==> config.mk <==
export PLATFORM = sky130hd
export DESIGN_NAME = ifcb_bank
export DESIGN_NICKNAME = d
export VERILOG_FILES = /design/src/hw/ifcb_pkg.sv /design/src/hw/ifcb_bank.sv /design/src/hw/ifcb_ext_edge.sv
export SDC_FILE = /design/constraint.sdc
export NUM_CORES = 1
export LEC_CHECK = 0
export BUFFER_PORTS_ARGS = -buffer_cell sky130_fd_sc_hd__clkbuf_2
export CAP_MARGIN = 20
export CORE_MARGIN = 4
export CORE_UTILIZATION = 48
export DETAILED_ROUTE_END_ITERATION = 8
export PLACE_DENSITY = 0.79
export SETUP_SLACK_MARGIN = 0.05
export SLEW_MARGIN = 20
export SYNTH_ARGS = -nofsm -noshare
export SYNTH_HDL_FRONTEND = slang
export SYNTH_HIERARCHICAL = 1
export SYNTH_SLANG_ARGS = --single-unit
==> constraint.sdc <==
create_clock -name CORE_CLK_I -period 2.3 [get_ports CORE_CLK_I]
set_input_delay 0.345 -clock CORE_CLK_I [delete_from_list [all_inputs] [get_ports CORE_CLK_I]]
set_output_delay 0.345 -clock CORE_CLK_I [all_outputs]
set_load 0.02 [all_outputs]
==> src/hw/ifcb_pkg.sv <==
// package: register map, field positions and carriers of the interrupt flag bank
package ifcb_pkg;

  localparam int DATA_W = 32;
  localparam int REG_W = 16;
  localparam int ADR_W = 8;
  localparam int SEL_W = 4;
  localparam int EXT_N = 5;
  localparam int TRAP_N = 3;
  localparam int EVT_N = 3;

  // byte addresses of the word registers
  localparam logic [ADR_W-1:0] OFS_TRAP = 8'h00;
  localparam logic [ADR_W-1:0] OFS_VEC = 8'h04;
  localparam logic [ADR_W-1:0] OFS_FLAG0 = 8'h08;
  localparam logic [ADR_W-1:0] OFS_FLAG1 = 8'h0c;
  localparam logic [ADR_W-1:0] OFS_FLAG2 = 8'h10;
  localparam logic [ADR_W-1:0] OFS_EVT_STAT = 8'h14;
  localparam logic [ADR_W-1:0] OFS_EVT_MASK = 8'h18;

  // trap_control_status_1 fields
  localparam int TRAP_LSB = 1;
  localparam int ADDR_FAULT_BIT = 3;
  localparam int STACK_FAULT_BIT = 2;
  localparam int CLOCK_LOSS_BIT = 1;

  // vector_edge_control_2 fields
  localparam int ALT_VEC_BIT = 15;
  localparam int TIMED_DIS_BIT = 14;
  localparam int EXT_SEL_LSB = 0;

  // implemented-bit masks; everything outside reads zero except the read-only timed disable bit 14 outside VEC_WR_IMPL
  localparam logic [REG_W-1:0] TRAP_IMPL = 16'h000e;
  localparam logic [REG_W-1:0] VEC_WR_IMPL = 16'h801f;
  localparam logic [REG_W-1:0] FLAG0_IMPL = 16'h7fff;
  localparam logic [REG_W-1:0] FLAG1_IMPL = 16'hfffb;
  localparam logic [REG_W-1:0] FLAG2_IMPL = 16'hdfff;
  localparam logic [REG_W-1:0] REG_RST = 16'h0000;

  // flag positions fed by the external pins
  localparam int F0_EXT0_BIT = 0;
  localparam int F1_EXT1_BIT = 4;
  localparam int F1_EXT2_BIT = 13;

  // event status / mask layout
  localparam int EVT_FLAG = 0;
  localparam int EVT_TRAP = 1;
  localparam int EVT_EXT = 2;
  localparam logic [EVT_N-1:0] EVT_RST = 3'h0;

  // byte lanes
  localparam int LANE_LO = 0;
  localparam int LANE_HI = 1;

  typedef struct packed {
    logic [REG_W-1:0] f2;
    logic [REG_W-1:0] f1;
    logic [REG_W-1:0] f0;
  } ifcb_flags_s;

  typedef struct packed {
    logic addr_fault;
    logic stack_fault;
    logic clock_loss;
  } ifcb_trap_s;

  typedef enum logic [2:0] {
    REG_TRAP = 3'h0,
    REG_VEC = 3'h1,
    REG_F0 = 3'h3,
    REG_F1 = 3'h2,
    REG_F2 = 3'h6,
    REG_STAT = 3'h7,
    REG_MASK = 3'h5,
    REG_NONE = 3'h4
  } ifcb_reg_e;

endpackage

==> src/hw/ifcb_bank.sv <==
// interrupt flag bank: trap status, vector/edge control, three flag registers, wishbone slave
`timescale 1ns/1ps

// Function
// - alternate-vector bit selects alternate vector table
// - read-only bit 14 shows timed disable
// - per-pin polarity: one falling, zero rising
// - unimplemented bits always read as zero
// - address fault trap bit set on trap
// - stack fault trap bit set on trap
// - clock loss trap bit; bit 0 unused
// - flag reads one once source requested
// - flags read/write, zero after reset
// - flags 0 upper byte peripheral order
// - flags 0 lower byte peripheral order
// - flags 1 upper byte peripheral order
// - flags 1 lower byte peripheral order
// - flags 2 upper byte peripheral order
// - flags 2 lower byte peripheral order
module ifcb_bank
  import ifcb_pkg::*;
(
  input wire logic CORE_CLK_I,
  input wire logic RST_N_I,
  input wire logic WB_CYC_I,
  input wire logic WB_STB_I,
  input wire logic WB_WE_I,
  input wire logic [ADR_W-1:0] WB_ADR_I,
  input wire logic [SEL_W-1:0] WB_SEL_I,
  input wire logic [DATA_W-1:0] WB_DAT_I,
  input wire ifcb_flags_s PERIPH_EVT_I,
  input wire ifcb_trap_s TRAP_EVT_I,
  input wire logic TIMED_DISABLE_I,
  input wire logic [EXT_N-1:0] EXT_IRQ_PIN_I,
  output logic [DATA_W-1:0] WB_DAT_O,
  output logic WB_ACK_O,
  output logic IRQ_O,
  output logic ALT_VECTOR_SEL_O,
  output logic [EXT_N-1:0] EXT_EDGE_O,
  output ifcb_flags_s FLAGS_O,
  output ifcb_trap_s TRAP_FLAGS_O
);

  // merge a byte-enabled write into a 16-bit register, hardware set wins
  function automatic logic [REG_W-1:0] merge_wr(
    input logic [REG_W-1:0] cur,
    input logic [REG_W-1:0] wd,
    input logic [1:0] be,
    input logic wr,
    input logic [REG_W-1:0] hw_set,
    input logic [REG_W-1:0] impl
  );
    logic [REG_W-1:0] lane;
    logic [REG_W-1:0] res;
    lane = {{8{be[LANE_HI]}}, {8{be[LANE_LO]}}};
    res = cur;
    if (wr) begin
      res = (cur & ~lane) | (wd & lane);
    end
    return (res | hw_set) & impl;
  endfunction

  function automatic ifcb_reg_e decode(input logic [ADR_W-1:0] adr);
    ifcb_reg_e r;
    case (adr)
      OFS_TRAP: r = REG_TRAP;
      OFS_VEC: r = REG_VEC;
      OFS_FLAG0: r = REG_F0;
      OFS_FLAG1: r = REG_F1;
      OFS_FLAG2: r = REG_F2;
      OFS_EVT_STAT: r = REG_STAT;
      OFS_EVT_MASK: r = REG_MASK;
      default: r = REG_NONE;
    endcase
    return r;
  endfunction

  // bus side
  logic ack_ff;
  logic [DATA_W-1:0] rdat_ff;
  logic [DATA_W-1:0] nxt_rdat;
  logic req;
  logic wr_commit;
  ifcb_reg_e sel_reg;
  logic [REG_W-1:0] wdat;
  logic [1:0] wbe;

  // register state
  logic [REG_W-1:0] trap_ff;
  logic [REG_W-1:0] nxt_trap;
  logic alt_vec_ff;
  logic timed_dis_ff;
  logic [EXT_N-1:0] ext_sel_ff;
  logic [REG_W-1:0] nxt_vec;
  logic [REG_W-1:0] vec_rd;
  logic [REG_W-1:0] flag0_ff;
  logic [REG_W-1:0] flag1_ff;
  logic [REG_W-1:0] flag2_ff;
  logic [REG_W-1:0] nxt_flag0;
  logic [REG_W-1:0] nxt_flag1;
  logic [REG_W-1:0] nxt_flag2;
  logic [EVT_N-1:0] stat_ff;
  logic [EVT_N-1:0] mask_ff;
  logic [EVT_N-1:0] nxt_stat;
  logic [EVT_N-1:0] evt;
  logic irq_ff;

  // hardware set sources
  logic [EXT_N-1:0] ext_edge;
  logic [REG_W-1:0] set0;
  logic [REG_W-1:0] set1;
  logic [REG_W-1:0] set2;
  logic [REG_W-1:0] trap_set;
  logic [REG_W-1:0] ext_set0;
  logic [REG_W-1:0] ext_set1;

  ifcb_ext_edge #(
    .N(EXT_N)
  ) u_ext_edge (
    .clk_i(CORE_CLK_I),
    .rst_n_i(RST_N_I),
    .pin_i(EXT_IRQ_PIN_I),
    .falling_sel_i(ext_sel_ff),
    .edge_o(ext_edge)
  );

  // wishbone classic: ack one cycle after the strobe, dropped the cycle after
  assign req = WB_CYC_I & WB_STB_I;
  assign wr_commit = req & WB_WE_I & ack_ff;
  assign sel_reg = decode(WB_ADR_I);
  assign wdat = WB_DAT_I[REG_W-1:0];
  assign wbe = WB_SEL_I[1:0];

  always_ff @(posedge CORE_CLK_I) begin
    if (!RST_N_I) begin
      ack_ff <= 1'b0;
    end else begin
      ack_ff <= req & ~ack_ff;
    end
  end

  // read data sampled at the request edge; unmapped reads give zero
  always_comb begin
    nxt_rdat = '0;
    case (sel_reg)
      REG_TRAP: nxt_rdat[REG_W-1:0] = trap_ff & TRAP_IMPL;
      REG_VEC: nxt_rdat[REG_W-1:0] = vec_rd;
      REG_F0: nxt_rdat[REG_W-1:0] = flag0_ff;
      REG_F1: nxt_rdat[REG_W-1:0] = flag1_ff;
      REG_F2: nxt_rdat[REG_W-1:0] = flag2_ff;
      REG_STAT: nxt_rdat[EVT_N-1:0] = stat_ff;
      REG_MASK: nxt_rdat[EVT_N-1:0] = mask_ff;
      default: nxt_rdat = '0;
    endcase
  end

  always_ff @(posedge CORE_CLK_I) begin
    if (!RST_N_I) begin
      rdat_ff <= '0;
    end else if (req & ~ack_ff) begin
      rdat_ff <= nxt_rdat;
    end
  end

  // trap status: set by the core's trap pulses, software may write either way
  always_comb begin
    trap_set = '0;
    trap_set[ADDR_FAULT_BIT] = TRAP_EVT_I.addr_fault;
    trap_set[STACK_FAULT_BIT] = TRAP_EVT_I.stack_fault;
    trap_set[CLOCK_LOSS_BIT] = TRAP_EVT_I.clock_loss;
  end

  assign nxt_trap = merge_wr(trap_ff, wdat, wbe, wr_commit && (sel_reg == REG_TRAP),
    trap_set, TRAP_IMPL);

  always_ff @(posedge CORE_CLK_I) begin
    if (!RST_N_I) begin
      trap_ff <= REG_RST;
    end else begin
      trap_ff <= nxt_trap;
    end
  end

  // vector/edge control; the disable bit ignores writes
  assign nxt_vec = merge_wr({alt_vec_ff, 1'b0, 9'h000, ext_sel_ff}, wdat, wbe,
    wr_commit && (sel_reg == REG_VEC), '0, VEC_WR_IMPL);

  always_ff @(posedge CORE_CLK_I) begin
    if (!RST_N_I) begin
      alt_vec_ff <= 1'b0;
      ext_sel_ff <= '0;
    end else begin
      alt_vec_ff <= nxt_vec[ALT_VEC_BIT];
      ext_sel_ff <= nxt_vec[EXT_SEL_LSB +: EXT_N];
    end
  end

  always_ff @(posedge CORE_CLK_I) begin
    if (!RST_N_I) begin
      timed_dis_ff <= 1'b0;
    end else begin
      timed_dis_ff <= TIMED_DISABLE_I;
    end
  end

  always_comb begin
    vec_rd = '0;
    vec_rd[ALT_VEC_BIT] = alt_vec_ff;
    vec_rd[TIMED_DIS_BIT] = timed_dis_ff;
    vec_rd[EXT_SEL_LSB +: EXT_N] = ext_sel_ff;
  end

  // external pin edges land on their flag positions
  always_comb begin
    ext_set0 = '0;
    ext_set1 = '0;
    ext_set0[F0_EXT0_BIT] = ext_edge[0];
    ext_set1[F1_EXT1_BIT] = ext_edge[1];
    ext_set1[F1_EXT2_BIT] = ext_edge[2];
  end

  // peripheral lines arrive already in register bit order
  assign set0 = PERIPH_EVT_I.f0 | ext_set0;
  assign set1 = PERIPH_EVT_I.f1 | ext_set1;
  assign set2 = PERIPH_EVT_I.f2;

  // sticky: a request keeps the flag until software writes zero, set beats clear
  assign nxt_flag0 = merge_wr(flag0_ff, wdat, wbe, wr_commit && (sel_reg == REG_F0),
    set0, FLAG0_IMPL);
  assign nxt_flag1 = merge_wr(flag1_ff, wdat, wbe, wr_commit && (sel_reg == REG_F1),
    set1, FLAG1_IMPL);
  assign nxt_flag2 = merge_wr(flag2_ff, wdat, wbe, wr_commit && (sel_reg == REG_F2),
    set2, FLAG2_IMPL);

  always_ff @(posedge CORE_CLK_I) begin
    if (!RST_N_I) begin
      flag0_ff <= REG_RST;
      flag1_ff <= REG_RST;
      flag2_ff <= REG_RST;
    end else begin
      flag0_ff <= nxt_flag0;
      flag1_ff <= nxt_flag1;
      flag2_ff <= nxt_flag2;
    end
  end

  // summary events for the interrupt output
  always_comb begin
    evt = '0;
    evt[EVT_FLAG] = |(set0 & FLAG0_IMPL) | |(set1 & FLAG1_IMPL) | |(set2 & FLAG2_IMPL);
    evt[EVT_TRAP] = |(trap_set & TRAP_IMPL);
    evt[EVT_EXT] = |ext_edge;
  end

  // write-one-to-clear; an event in the same cycle keeps the bit set
  always_comb begin
    nxt_stat = stat_ff;
    if (wr_commit && (sel_reg == REG_STAT) && wbe[LANE_LO]) begin
      nxt_stat = stat_ff & ~wdat[EVT_N-1:0];
    end
    nxt_stat = nxt_stat | evt;
  end

  always_ff @(posedge CORE_CLK_I) begin
    if (!RST_N_I) begin
      stat_ff <= EVT_RST;
    end else begin
      stat_ff <= nxt_stat;
    end
  end

  always_ff @(posedge CORE_CLK_I) begin
    if (!RST_N_I) begin
      mask_ff <= EVT_RST;
    end else if (wr_commit && (sel_reg == REG_MASK) && wbe[LANE_LO]) begin
      mask_ff <= wdat[EVT_N-1:0];
    end
  end

  // registered so the output is glitch free; lags the status by one cycle
  always_ff @(posedge CORE_CLK_I) begin
    if (!RST_N_I) begin
      irq_ff <= 1'b0;
    end else begin
      irq_ff <= |(stat_ff & mask_ff);
    end
  end

  // edges of pins 3 and 4 go to flag registers outside this bank
  always_ff @(posedge CORE_CLK_I) begin
    if (!RST_N_I) begin
      EXT_EDGE_O <= '0;
    end else begin
      EXT_EDGE_O <= ext_edge;
    end
  end

  assign WB_ACK_O = ack_ff;
  assign WB_DAT_O = rdat_ff;
  assign IRQ_O = irq_ff;
  assign ALT_VECTOR_SEL_O = alt_vec_ff;
  assign FLAGS_O.f0 = flag0_ff;
  assign FLAGS_O.f1 = flag1_ff;
  assign FLAGS_O.f2 = flag2_ff;
  assign TRAP_FLAGS_O.addr_fault = trap_ff[ADDR_FAULT_BIT];
  assign TRAP_FLAGS_O.stack_fault = trap_ff[STACK_FAULT_BIT];
  assign TRAP_FLAGS_O.clock_loss = trap_ff[CLOCK_LOSS_BIT];

endmodule

==> src/hw/ifcb_ext_edge.sv <==
// external interrupt pin synchroniser and polarity-selected edge detector
`timescale 1ns/1ps
module ifcb_ext_edge #(
  parameter int N = 5
) (
  input wire logic clk_i,
  input wire logic rst_n_i,
  input wire logic [N-1:0] pin_i,
  input wire logic [N-1:0] falling_sel_i,
  output logic [N-1:0] edge_o
);

  logic [N-1:0] sync1_ff;
  logic [N-1:0] sync2_ff;
  logic [N-1:0] prev_ff;
  logic [1:0] arm_ff;
  logic armed;
  logic [N-1:0] nxt_edge;

  // first stage feeds only the second stage
  always_ff @(posedge clk_i) begin
    if (!rst_n_i) begin
      sync1_ff <= '0;
      sync2_ff <= '0;
      prev_ff <= '0;
    end else begin
      sync1_ff <= pin_i;
      sync2_ff <= sync1_ff;
      prev_ff <= sync2_ff;
    end
  end

  // hold off until the pipeline holds real pin levels, else a high pin fakes a rise
  always_ff @(posedge clk_i) begin
    if (!rst_n_i) begin
      arm_ff <= 2'h0;
    end else if (!armed) begin
      arm_ff <= arm_ff + 2'h1;
    end
  end

  assign armed = (arm_ff == 2'h3);

  always_comb begin
    for (int i = 0; i < N; i++) begin
      if (falling_sel_i[i]) begin
        nxt_edge[i] = armed & prev_ff[i] & ~sync2_ff[i];
      end else begin
        nxt_edge[i] = armed & ~prev_ff[i] & sync2_ff[i];
      end
    end
  end

  always_ff @(posedge clk_i) begin
    if (!rst_n_i) begin
      edge_o <= '0;
    end else begin
      edge_o <= nxt_edge;
    end
  end

endmodule

==> flow_summary.ini, run 1 <==
[synth]
yosysUniqueCellTypes = 50
synth_area_leaders = dfxtp_1 44%, a21oi_1 6.8%, o21ai_0 6.0%
ys_seq_area_share_pct = 44.4
yosys_warnings = 6
netlist_instances = 540
synth.avg_cell_area_um2 = 8.84
async_flop_share_pct = 0
synth_commonest_cells = 106 x dfxtp_1, 65 x a21oi_1, 57 x o21ai_0
synth_top_area_share_pct = 44.4
synth_area_mm2 = 0.00477
ys.flop_type = dfxtp_1
synth_edf_count = 0
synth_top_area_cell = dfxtp_1
yosysMostFrequentCell = dfxtp_1
ys_ff_latch = 106

[drt]
wl_um = 16500
drc = 0
vias = 5026
first_pass_iters = 8
route.met3.wl_um = 1860
route.top_layer_used = met4
wl_met2_um = 7890
postRouteAntennaNets = 0
drt_iter0_drc = 659
viasPerCell = 6.08
met1Wirelength_um = 6440
routedWlPerCell_um = 20.0

[cts]
clock_latency_ps = 390
cts_tree = built
cts-htree-levels = 3
post_cts_resized = 0
cts_inserted_buffers = 9
cts.sinks = 106
holdBufCountCts = 0
root_buffer = clkbuf_8
cts_setup_buffers = 0
clk_pin_slew_ps = 120
max-clock-path-buffers = 2

[setup_path]
worst_ep_required_time_ps = 2620
path_buf_inv = 1
cp_top_family = simple AND/OR/NAND/NOR gates
slowest_stage = nor3b_1
worstSetupPathType = primary input to register
cp-start-kind = primary input
end_kind = register
reg2reg_from = WB_ACK_O$_SDFF_PN0_
r2r_setup_slack_ps = 580
rr_worst_depth = 5
cp.arrival_ps = 2120
path_cells = clkbuf_2 -> nor3b_1 -> a21oi_1 -> o21ai_0
cp_max_fo = 18
r2r_end = flag2_ff[0]$_SDFF_PN0_
slowest_delay_ps = 910

[global_route]
antenna_found_initial = 0
grt_pass1_vias = 4540
gr-total-overflow = 0
grt_start_max_net_pins = 31
grt_usage_pct = 27.4
grt_pass1_wl_um = 24800

[cells_and_area]
drive_gt1_share_pct = 29.4
num-fill-cells = 900
seq_area_mm2 = 0.00212
antenna_cells = 0
multi_input_area_mm2 = 0.00240
finish.utilization_pct = 60.3
nNetsFinal = 796
area_growth_syn_to_layout_pct = 22.8

[pwr]
p_per_area_mw_per_mm2 = 640
p_leak_nw = 2.41
ir_drop_mv = 0.320

[timing]
hold_slack_ps = 153
worst_slack_ps = 498
setup_viol = 0
rsz0062_at_grt = false
slew_headroom_pct = 29.1
fin_crit_sh_pct = 78.4
hold_viol_final = 0
max_clock_freq_mhz = 555
clock_skew_ps = 13.2
final.setup.tns_ps = 0
finalCriticalPeriod_ps = 1800
report.final.slew_viol_count = 0
worstMarginPinSlew_ps = 1060

[die]
die_h_um = 108
start_util_pct = 49.1
die_area_mm2 = 0.0116
ios = 197
die_w_um = 108
row_count = 36
core_mm2 = 0.00973

[flow_run]
cap_violations = 0

[place]
dpl.hpwl_um = 12500
gp_congestion = 0.971
dp_slack_ps = 126
io_buffers = 156

[worst_hold_path]
hold_class = primary input to register
min_from = EXT_IRQ_PIN_I[1]
hold_path_end = u_ext_edge/sync1_ff[1]$_SDFF_PN0_
min_path_cells = 2

[outcome]
status = finished clean
[how the worst max path moves through the flow]
stage | cells after the start | startpoint | endpoint
2_1_floorplan | 7 | WB_ADR_I[1] | flag2_ff[10]$_SDFF_PN0_
3_3_place_gp | 6 | WB_ADR_I[1] | flag2_ff[10]$_SDFF_PN0_
3_5_place_dp | 5 | WB_ADR_I[1] | WB_DAT_O[7]$_SDFFE_PN0P_
4_1_cts | 5 | WB_ADR_I[1] | WB_DAT_O[14]$_SDFFE_PN0P_
5_1_grt | 5 | WB_ADR_I[1] | WB_DAT_O[7]$_SDFFE_PN0P_
6_report | 4 | WB_ADR_I[4] | WB_DAT_O[7]$_SDFFE_PN0P_
[cell usage in the layout (no fill, tap or decap), types with 2 or more instances in the layout]
| cell type | instances |
|---|---|
| nor2_1 | 25 |
| nand2b_1 | 4 |
| nand3b_1 | 6 |
| a22oi_1 | 3 |
| a31oi_1 | 15 |
| nor2b_1 | 4 |
| inv_8 | 2 |
| o21ai_0 | 57 |
| or3b_1 | 5 |
| nor4_1 | 23 |
| buf_12 | 2 |
| mux2_2 | 4 |
| inv_6 | 2 |
| dfxtp_1 | 106 |
| clkinv_4 | 2 |
| nand4_1 | 9 |
| a21oi_1 | 65 |
| buf_4 | 21 |
| nand3_1 | 15 |
| nor3_1 | 5 |
| a41oi_1 | 24 |
| a211oi_1 | 9 |
| clkbuf_2 | 156 |
| o22a_1 | 2 |
| nand2_1 | 19 |
| and2_1 | 27 |
| and4_1 | 2 |
| a311oi_1 | 3 |
| a22o_1 | 3 |
| clkbuf_8 | 10 |
| conb_1 | 19 |
| mux2i_1 | 18 |
| o31ai_1 | 7 |
[sequential cells by signal (all words and copies together) (netlist names), named ones only]
signal	flops
EXT_EDGE_O	5
u_ext_edge/sync1_ff	5
WB_DAT_O	16
IRQ_O	1
u_ext_edge/edge_o	5
WB_ACK_O	1
stat_ff	3
trap_ff	3
mask_ff	3
timed_dis_ff	1
flag2_ff	15
u_ext_edge/sync2_ff	5
flag1_ff	15
u_ext_edge/prev_ff	5
u_ext_edge/arm_ff	2
flag0_ff	15
[power by group]
group	total (mW)	leakage, nW	internal [mW]	switching, mW
clock	1.17	0.101	0.451	0.720
combinational	0.591	1.43	0.216	0.376
sequential	1.99	0.874	1.92	0.0693
total	3.75	2.41	2.59	1.16
[metal layers]
layer / vias to the layer above / GRT usage (%)
met5: - / 0
met4: 0 / 8.75
met3: 32 / 5.40
met2: 323 / 43.8
met1: 2362 / 37.2
li1: 2309 / -
[stage by stage]
stage | std cells | area [um2] | power (mW)
after CTS | 827 | 5860 | 3.74
after floorplan | 558 | 4840 | 2.36
after detailed placement | 811 | 5670 | 2.61
final | 827 | 5860 | 3.75
after global routing | 827 | 5860 | 3.88
after global placement | 811 | 5670 | 2.59
[cells by family after synthesis]
kind of cell | Yosys count | share of synthesized area, %
xor+xnor | 1 | 0.183
compound gates | 197 | 25.2
simple gates | 151 | 17.8
other cells | 1 | 0.0785
mux | 23 | 5.19
flops | 106 | 44.4
fa+ha+maj | 1 | 0.262
buf+inv | 60 | 6.89
[cell type report]
| class | instances | area share [%] |
|---|---|---|
| clock buffer | 10 | 2.35 |
| multi-input combinational | 392 | 40.9 |
| inverter | 1 | 0.0640 |
| sequential | 106 | 36.2 |
| timing repair buffer | 179 | 16.7 |
| clock inverter | 6 | 0.982 |
| tap | 133 | 2.84 |
Power figures use the tool's default switching activity.
==> run 2: changes to the inputs <==
--- a/config.mk
+++ b/config.mk
@@ -5,10 +5,11 @@
 export SDC_FILE = /design/constraint.sdc
 export NUM_CORES = 1
 export LEC_CHECK = 0
+export ABC_AREA = 1
 export BUFFER_PORTS_ARGS = -buffer_cell sky130_fd_sc_hd__clkbuf_2
 export CAP_MARGIN = 20
 export CORE_MARGIN = 4
-export CORE_UTILIZATION = 48
+export CORE_UTILIZATION = 49
 export DETAILED_ROUTE_END_ITERATION = 8
 export PLACE_DENSITY = 0.79
 export SETUP_SLACK_MARGIN = 0.05
==> constraint.sdc (replaced) <==
create_clock -name CORE_CLK_I -period 1.78 [get_ports CORE_CLK_I]
set_input_delay 0.267 -clock CORE_CLK_I [delete_from_list [all_inputs] [get_ports CORE_CLK_I]]
set_output_delay 0.267 -clock CORE_CLK_I [all_outputs]
set_load 0.02 [all_outputs]
==> run 2 against run 1 <==
Cell count rose by 29%. Combinational power is 19% higher. Synthesized area grew 8.6%. Die area up 5.9%. Core utilization is 0.77 points higher. Critical endpoint is now flag1_ff[13]$_SDFF_PN0_. Largest power group unchanged.
==> flow_summary.ini, run 2 <==
[global_route]
busiest_layer = met2
grt_pass1_vias = 4902
grtUsageMet3_pct = 6.88
grtUsageMet1_pct = 34.2
grt_util_met2_pct = 39.0
gr-total-overflow = 0
grt_usage_pct = 25.2
grt_start_max_net_pins = 57
antenna_found_initial = 0
grt_pass1_wl_um = 25100

[setup_path]
cp.arrival_ps = 1890
end_kind = register
cp_max_fo = 7
slowest_delay_ps = 370
worst_ep_required_time_ps = 2060
rr_worst_depth = 10
crit_top_cell = nand2_1
path_cells = nand2_2 -> nor2_8 -> buf_4 -> nand3_1 -> nor2_1 -> inv_2 -> a21oi_1 -> nand2_1 -> nand2_1 -> inv_1
slowest_stage = dfxtp_1
cp-start-kind = register
worstSetupPathType = register to register

[pwr]
finalPower_mw = 4.78
p_switching_mw = 1.49
share_comb_of_total_power_pct = 14.7
p_leak_nw = 3.47
p_per_area_mw_per_mm2 = 758
ir_drop_mv = 0.393
clkPwrFrac_pct = 31.5
seqPwrFrac_pct = 53.8
swShare_pct = 31.3
intPower_mw = 3.29

[drt]
drc = 0
vias = 5322
wl_um = 15700
drt_iter0_drc = 445
postRouteAntennaNets = 0
first_pass_iters = 5
routedWlPerCell_um = 14.6
viasPerCell = 4.97

[synth]
synth.avg_cell_area_um2 = 6.77
synth_commonest_cells = 217 x nand2_1, 132 x inv_1, 106 x dfxtp_1
yosysMostFrequentCell = nand2_1
ys.flop_type = dfxtp_1
ys_ff_latch = 106
synth_top_area_cell = dfxtp_1
synth_area_mm2 = 0.00518
synth_top_area_share_pct = 40.9
synth_edf_count = 0
synth_area_leaders = dfxtp_1 41%, nand2_1 16%, inv_1 9.6%
yosysUniqueCellTypes = 34
netlist_instances = 766
ys_seq_area_share_pct = 40.9
async_flop_share_pct = 0
yosys_warnings = 6

[die]
core_mm2 = 0.0103
die_h_um = 111
ios = 197
row_count = 37
die_area_mm2 = 0.0123
start_util_pct = 50.2
die_w_um = 111

[cts]
cts_tree = built
cts.sinks = 106
root_buffer = clkbuf_8
max-clock-path-buffers = 2
clock_latency_ps = 380
clk_pin_slew_ps = 110
holdBufCountCts = 0
cts_inserted_buffers = 9
cts-htree-levels = 3

[timing]
hold_viol_final = 0
fin_crit_sh_pct = 90.8
clock_skew_ps = 13.0
report.final.slew_viol_count = 0
finalCriticalPeriod_ps = 1620
rsz0062_at_grt = true
max_clock_freq_mhz = 619
slew_headroom_pct = 55.7
worstMarginPinSlew_ps = 664
worst_slack_ps = 164
setup_viol = 0
final.setup.tns_ps = 0

[cells_and_area]
largest_reg_flops = 16
layout_commonest_cell = nand2_1
area_growth_syn_to_layout_pct = 21.5
drive_gt1_share_pct = 25.4
layout_common_cells = 217 x nand2_1, 156 x clkbuf_2, 131 x inv_1
nNetsFinal = 1036
num-fill-cells = 1025
finish.utilization_pct = 61.0
antenna_cells = 0
final_cells = 1070

[worst_hold_path]
hold_class = primary input to register
min_path_cells = 3

[place]
dpl.hpwl_um = 12400
io_buffers = 156
gp_congestion = 0.928
dpl.cell_count = 1052
dp_slack_ps = 137

[outcome]
status = finished clean

[flow_run]
cap_violations = 0
## run 2: cell count changes after synthesis, moves of 12 or more
cell,delta
and2_1,-27
nor2_2,+12
o21ai_0,-21
nor2_1,+16
o211ai_1,+16
inv_1,+131
a31oi_1,-14
nand2_1,+198
a21oi_1,-22
mux2i_1,-18
nor4_1,-18
nand3_1,+41
a41oi_1,-24
clkbuf_1,-15
## run 2: metal layers
layer / vias up / wire (um)
met1: 2359 / 6690
li1: 2670 / -
met5: - / 0
met3: 31 / 1630
met2: 262 / 6990
met4: 0 / 353
## run 2: final cells by class
cell class	instances	area [um2]	share of cell area, %
Clock buffer	9	124	1.97
Clock inverter	7	81.3	1.29
Inverter	138	519	8.24
Multi-Input combinational cell	496	2330	36.9
Sequential cell	106	2120	33.7
Tap cell	136	170	2.70
Timing Repair Buffer	178	958	15.2
## run 2: metrics by stage
step	cell area (um2)	hold WS (ps)
after floorplan	5250	365
after global placement	6080	393
after detailed placement	6080	403
after CTS	6280	45.0
after global routing	6300	57.8
final	6300	56.3
## run 2: worst paths after layout
kind                                           from                                 to  slack, ps
hold reg to reg   u_ext_edge/sync1_ff[3]$_SDFF_PN0_  u_ext_edge/sync2_ff[3]$_SDFF_PN0_        430
hold / removal                     EXT_IRQ_PIN_I[3]  u_ext_edge/sync1_ff[3]$_SDFF_PN0_         60
setup / recovery                WB_ACK_O$_SDFF_PN0_            flag1_ff[13]$_SDFF_PN0_        160
setup reg to reg                WB_ACK_O$_SDFF_PN0_            flag1_ff[13]$_SDFF_PN0_        160
## run 2: repair_timing
action                     4_1_cts  5_1_grt
gates resized for setup          0        2
setup buffers                    0        2
setup endpoints to repair        0        3
## run 2: power by group through the flow
stage	combinational, mW	sequential (mW)	clock [mW]
after floorplan	0.354	2.69	0
after global placement	0.687	2.62	0
after detailed placement	0.698	2.62	0
after CTS	0.703	2.57	1.53
after global routing	0.785	2.59	1.61
final	0.704	2.57	1.51
## run 2: cell families (layout without fill, tap and decap cells)
group / count (synthesis) / in the layout / synth area share [%]
AOI/OAI and AO/OA: 109 / 109 / 11.5
adders and majority gates: 1 / 1 / 0.241
buffers and inverters: 182 / 332 / 15.6
DFF: 106 / 106 / 40.9
other: 1 / 19 / 0.0723
and+or+nand+nor: 367 / 367 / 31.7
## run 2: worst max-delay path, delay by kind of cell (launching register included)
family / cells / cell delay (ps)
simple gates: 6 / 710
flops: 1 / 370
buf+inv: 3 / 290
compound gates: 1 / 140
==> run 3: changes to the inputs <==
--- a/config.mk
+++ b/config.mk
@@ -5,11 +5,11 @@
 export SDC_FILE = /design/constraint.sdc
 export NUM_CORES = 1
 export LEC_CHECK = 0
-export ABC_AREA = 1
+export ABC_AREA = 0
 export BUFFER_PORTS_ARGS = -buffer_cell sky130_fd_sc_hd__clkbuf_2
 export CAP_MARGIN = 20
 export CORE_MARGIN = 4
-export CORE_UTILIZATION = 49
+export CORE_UTILIZATION = 48
 export DETAILED_ROUTE_END_ITERATION = 8
 export PLACE_DENSITY = 0.79
 export SETUP_SLACK_MARGIN = 0.05
==> run 3 against run 2 <==
Via count fell by 3.3%. Sequential share of layout area rose by 1.4 points. Combinational power rose by 12%. Setup slack got worse by 18 ps. Clock power rose by 4%.
==> flow_summary.ini, run 3 (synthesis gave the netlist of run 1 again) <==
[place]
gp_congestion = 0.950
dpl.hpwl_um = 12500
io_buffers = 156
dpl.cell_count = 829
dp_slack_ps = -199

[cells_and_area]
final_cells = 845
nNetsFinal = 814
area_growth_syn_to_layout_pct = 26.5
layout_common_cells = 156 x clkbuf_2, 106 x dfxtp_1, 65 x a21oi_1
antenna_cells = 0
finish.utilization_pct = 62.1
drive_gt1_share_pct = 31.6
largest_reg_flops = 16
layout_commonest_cell = clkbuf_2

[setup_path]
worstSetupPathType = primary input to register
worst_ep_required_time_ps = 2050
cp-start-kind = primary input
cp.arrival_ps = 1910
end_kind = register
cp_max_fo = 7

[timing]
setup_viol = 0
finalCriticalPeriod_ps = 1630
final.setup.tns_ps = 0
report.final.slew_viol_count = 0
clock_skew_ps = 17.2
rsz0062_at_grt = false
hold_viol_final = 0
max_clock_freq_mhz = 612
fin_crit_sh_pct = 91.8
worst_slack_ps = 145

[die]
die_w_um = 108
die_h_um = 108
row_count = 36
die_area_mm2 = 0.0116
start_util_pct = 49.1
core_mm2 = 0.00973
ios = 197

[drt]
wl_um = 16300
drc = 0
viasPerCell = 6.09
vias = 5146
postRouteAntennaNets = 0
routedWlPerCell_um = 19.3
first_pass_iters = 7
drt_iter0_drc = 645

[global_route]
grt_pass1_vias = 4715
gr-total-overflow = 0
grt_usage_pct = 27.1
antenna_found_initial = 0
grt_start_max_net_pins = 66
grt_pass1_wl_um = 24600

[cts]
holdBufCountCts = 0
post_cts_resized = 0
cts_setup_buffers = 0
root_buffer = clkbuf_8
clk_pin_slew_ps = 100
cts_tree = built
max-clock-path-buffers = 2
clock_latency_ps = 370
cts_inserted_buffers = 9
cts-htree-levels = 3
cts.sinks = 106

[pwr]
p_per_area_mw_per_mm2 = 816
p_leak_nw = 2.51
ir_drop_mv = 0.374
finalPower_mw = 4.93

[worst_hold_path]
hold_class = primary input to register

[flow_run]
cap_violations = 0

[outcome]
status = finished clean
## run 3: power by group
group | switching, mW | internal, mW | total [mW] | leakage [nW]
clock network | 0.836 | 0.733 | 1.57 | 0.106
logic | 0.492 | 0.297 | 0.790 | 1.53
registers | 0.0891 | 2.48 | 2.57 | 0.874
## run 3: path summary, 6_finish.rpt
check	startpoint	depth (start not counted)	slack, ps	to
setup / recovery	WB_ADR_I[1]	6	150	flag0_ff[8]$_SDFF_PN0_
hold / removal	EXT_IRQ_PIN_I[4]	2	100	u_ext_edge/sync1_ff[4]$_SDFF_PN0_
setup reg to reg	WB_ACK_O$_SDFF_PN0_	4	160	flag0_ff[8]$_SDFF_PN0_
hold reg to reg	u_ext_edge/sync1_ff[4]$_SDFF_PN0_	1	440	u_ext_edge/sync2_ff[4]$_SDFF_PN0_
## run 3: worst max-delay path, stage by stage
cell and delay (ps):
clkbuf_2 100, or4_4 530, buf_4 180, nor3_4 210, nand3_1 290, a211oi_1 320
## run 3: stage by stage
stage                     hold slack (ps)  instance area, um2
final                                 104                6040
after global placement                417                5830
after CTS                            91.5                6040
after detailed placement              417                5830
after global routing                 86.6                6040
after floorplan                       389                4860
## run 3: final cells by class
| type | count | area [um2] |
|---|---|---|
| timing repair buffer | 197 | 1130 |
| inverter | 1 | 3.75 |
| tap | 133 | 166 |
| fill | 867 | 3690 |
| multi-input combinational | 392 | 2410 |
| clock inverter | 5 | 60.1 |
| sequential | 106 | 2120 |
| clock buffer | 11 | 151 |
## run 3: metal layers
layer	wire length [um]	GRT usage (%)	part of all wire, %	up-vias
li1	-	-	-	2340
met1	6280	35.7	38	2379
met2	7530	41.7	46	370
met3	1910	6.78	12	57
met4	603	12.3	3.7	0
met5	0	0	0	-
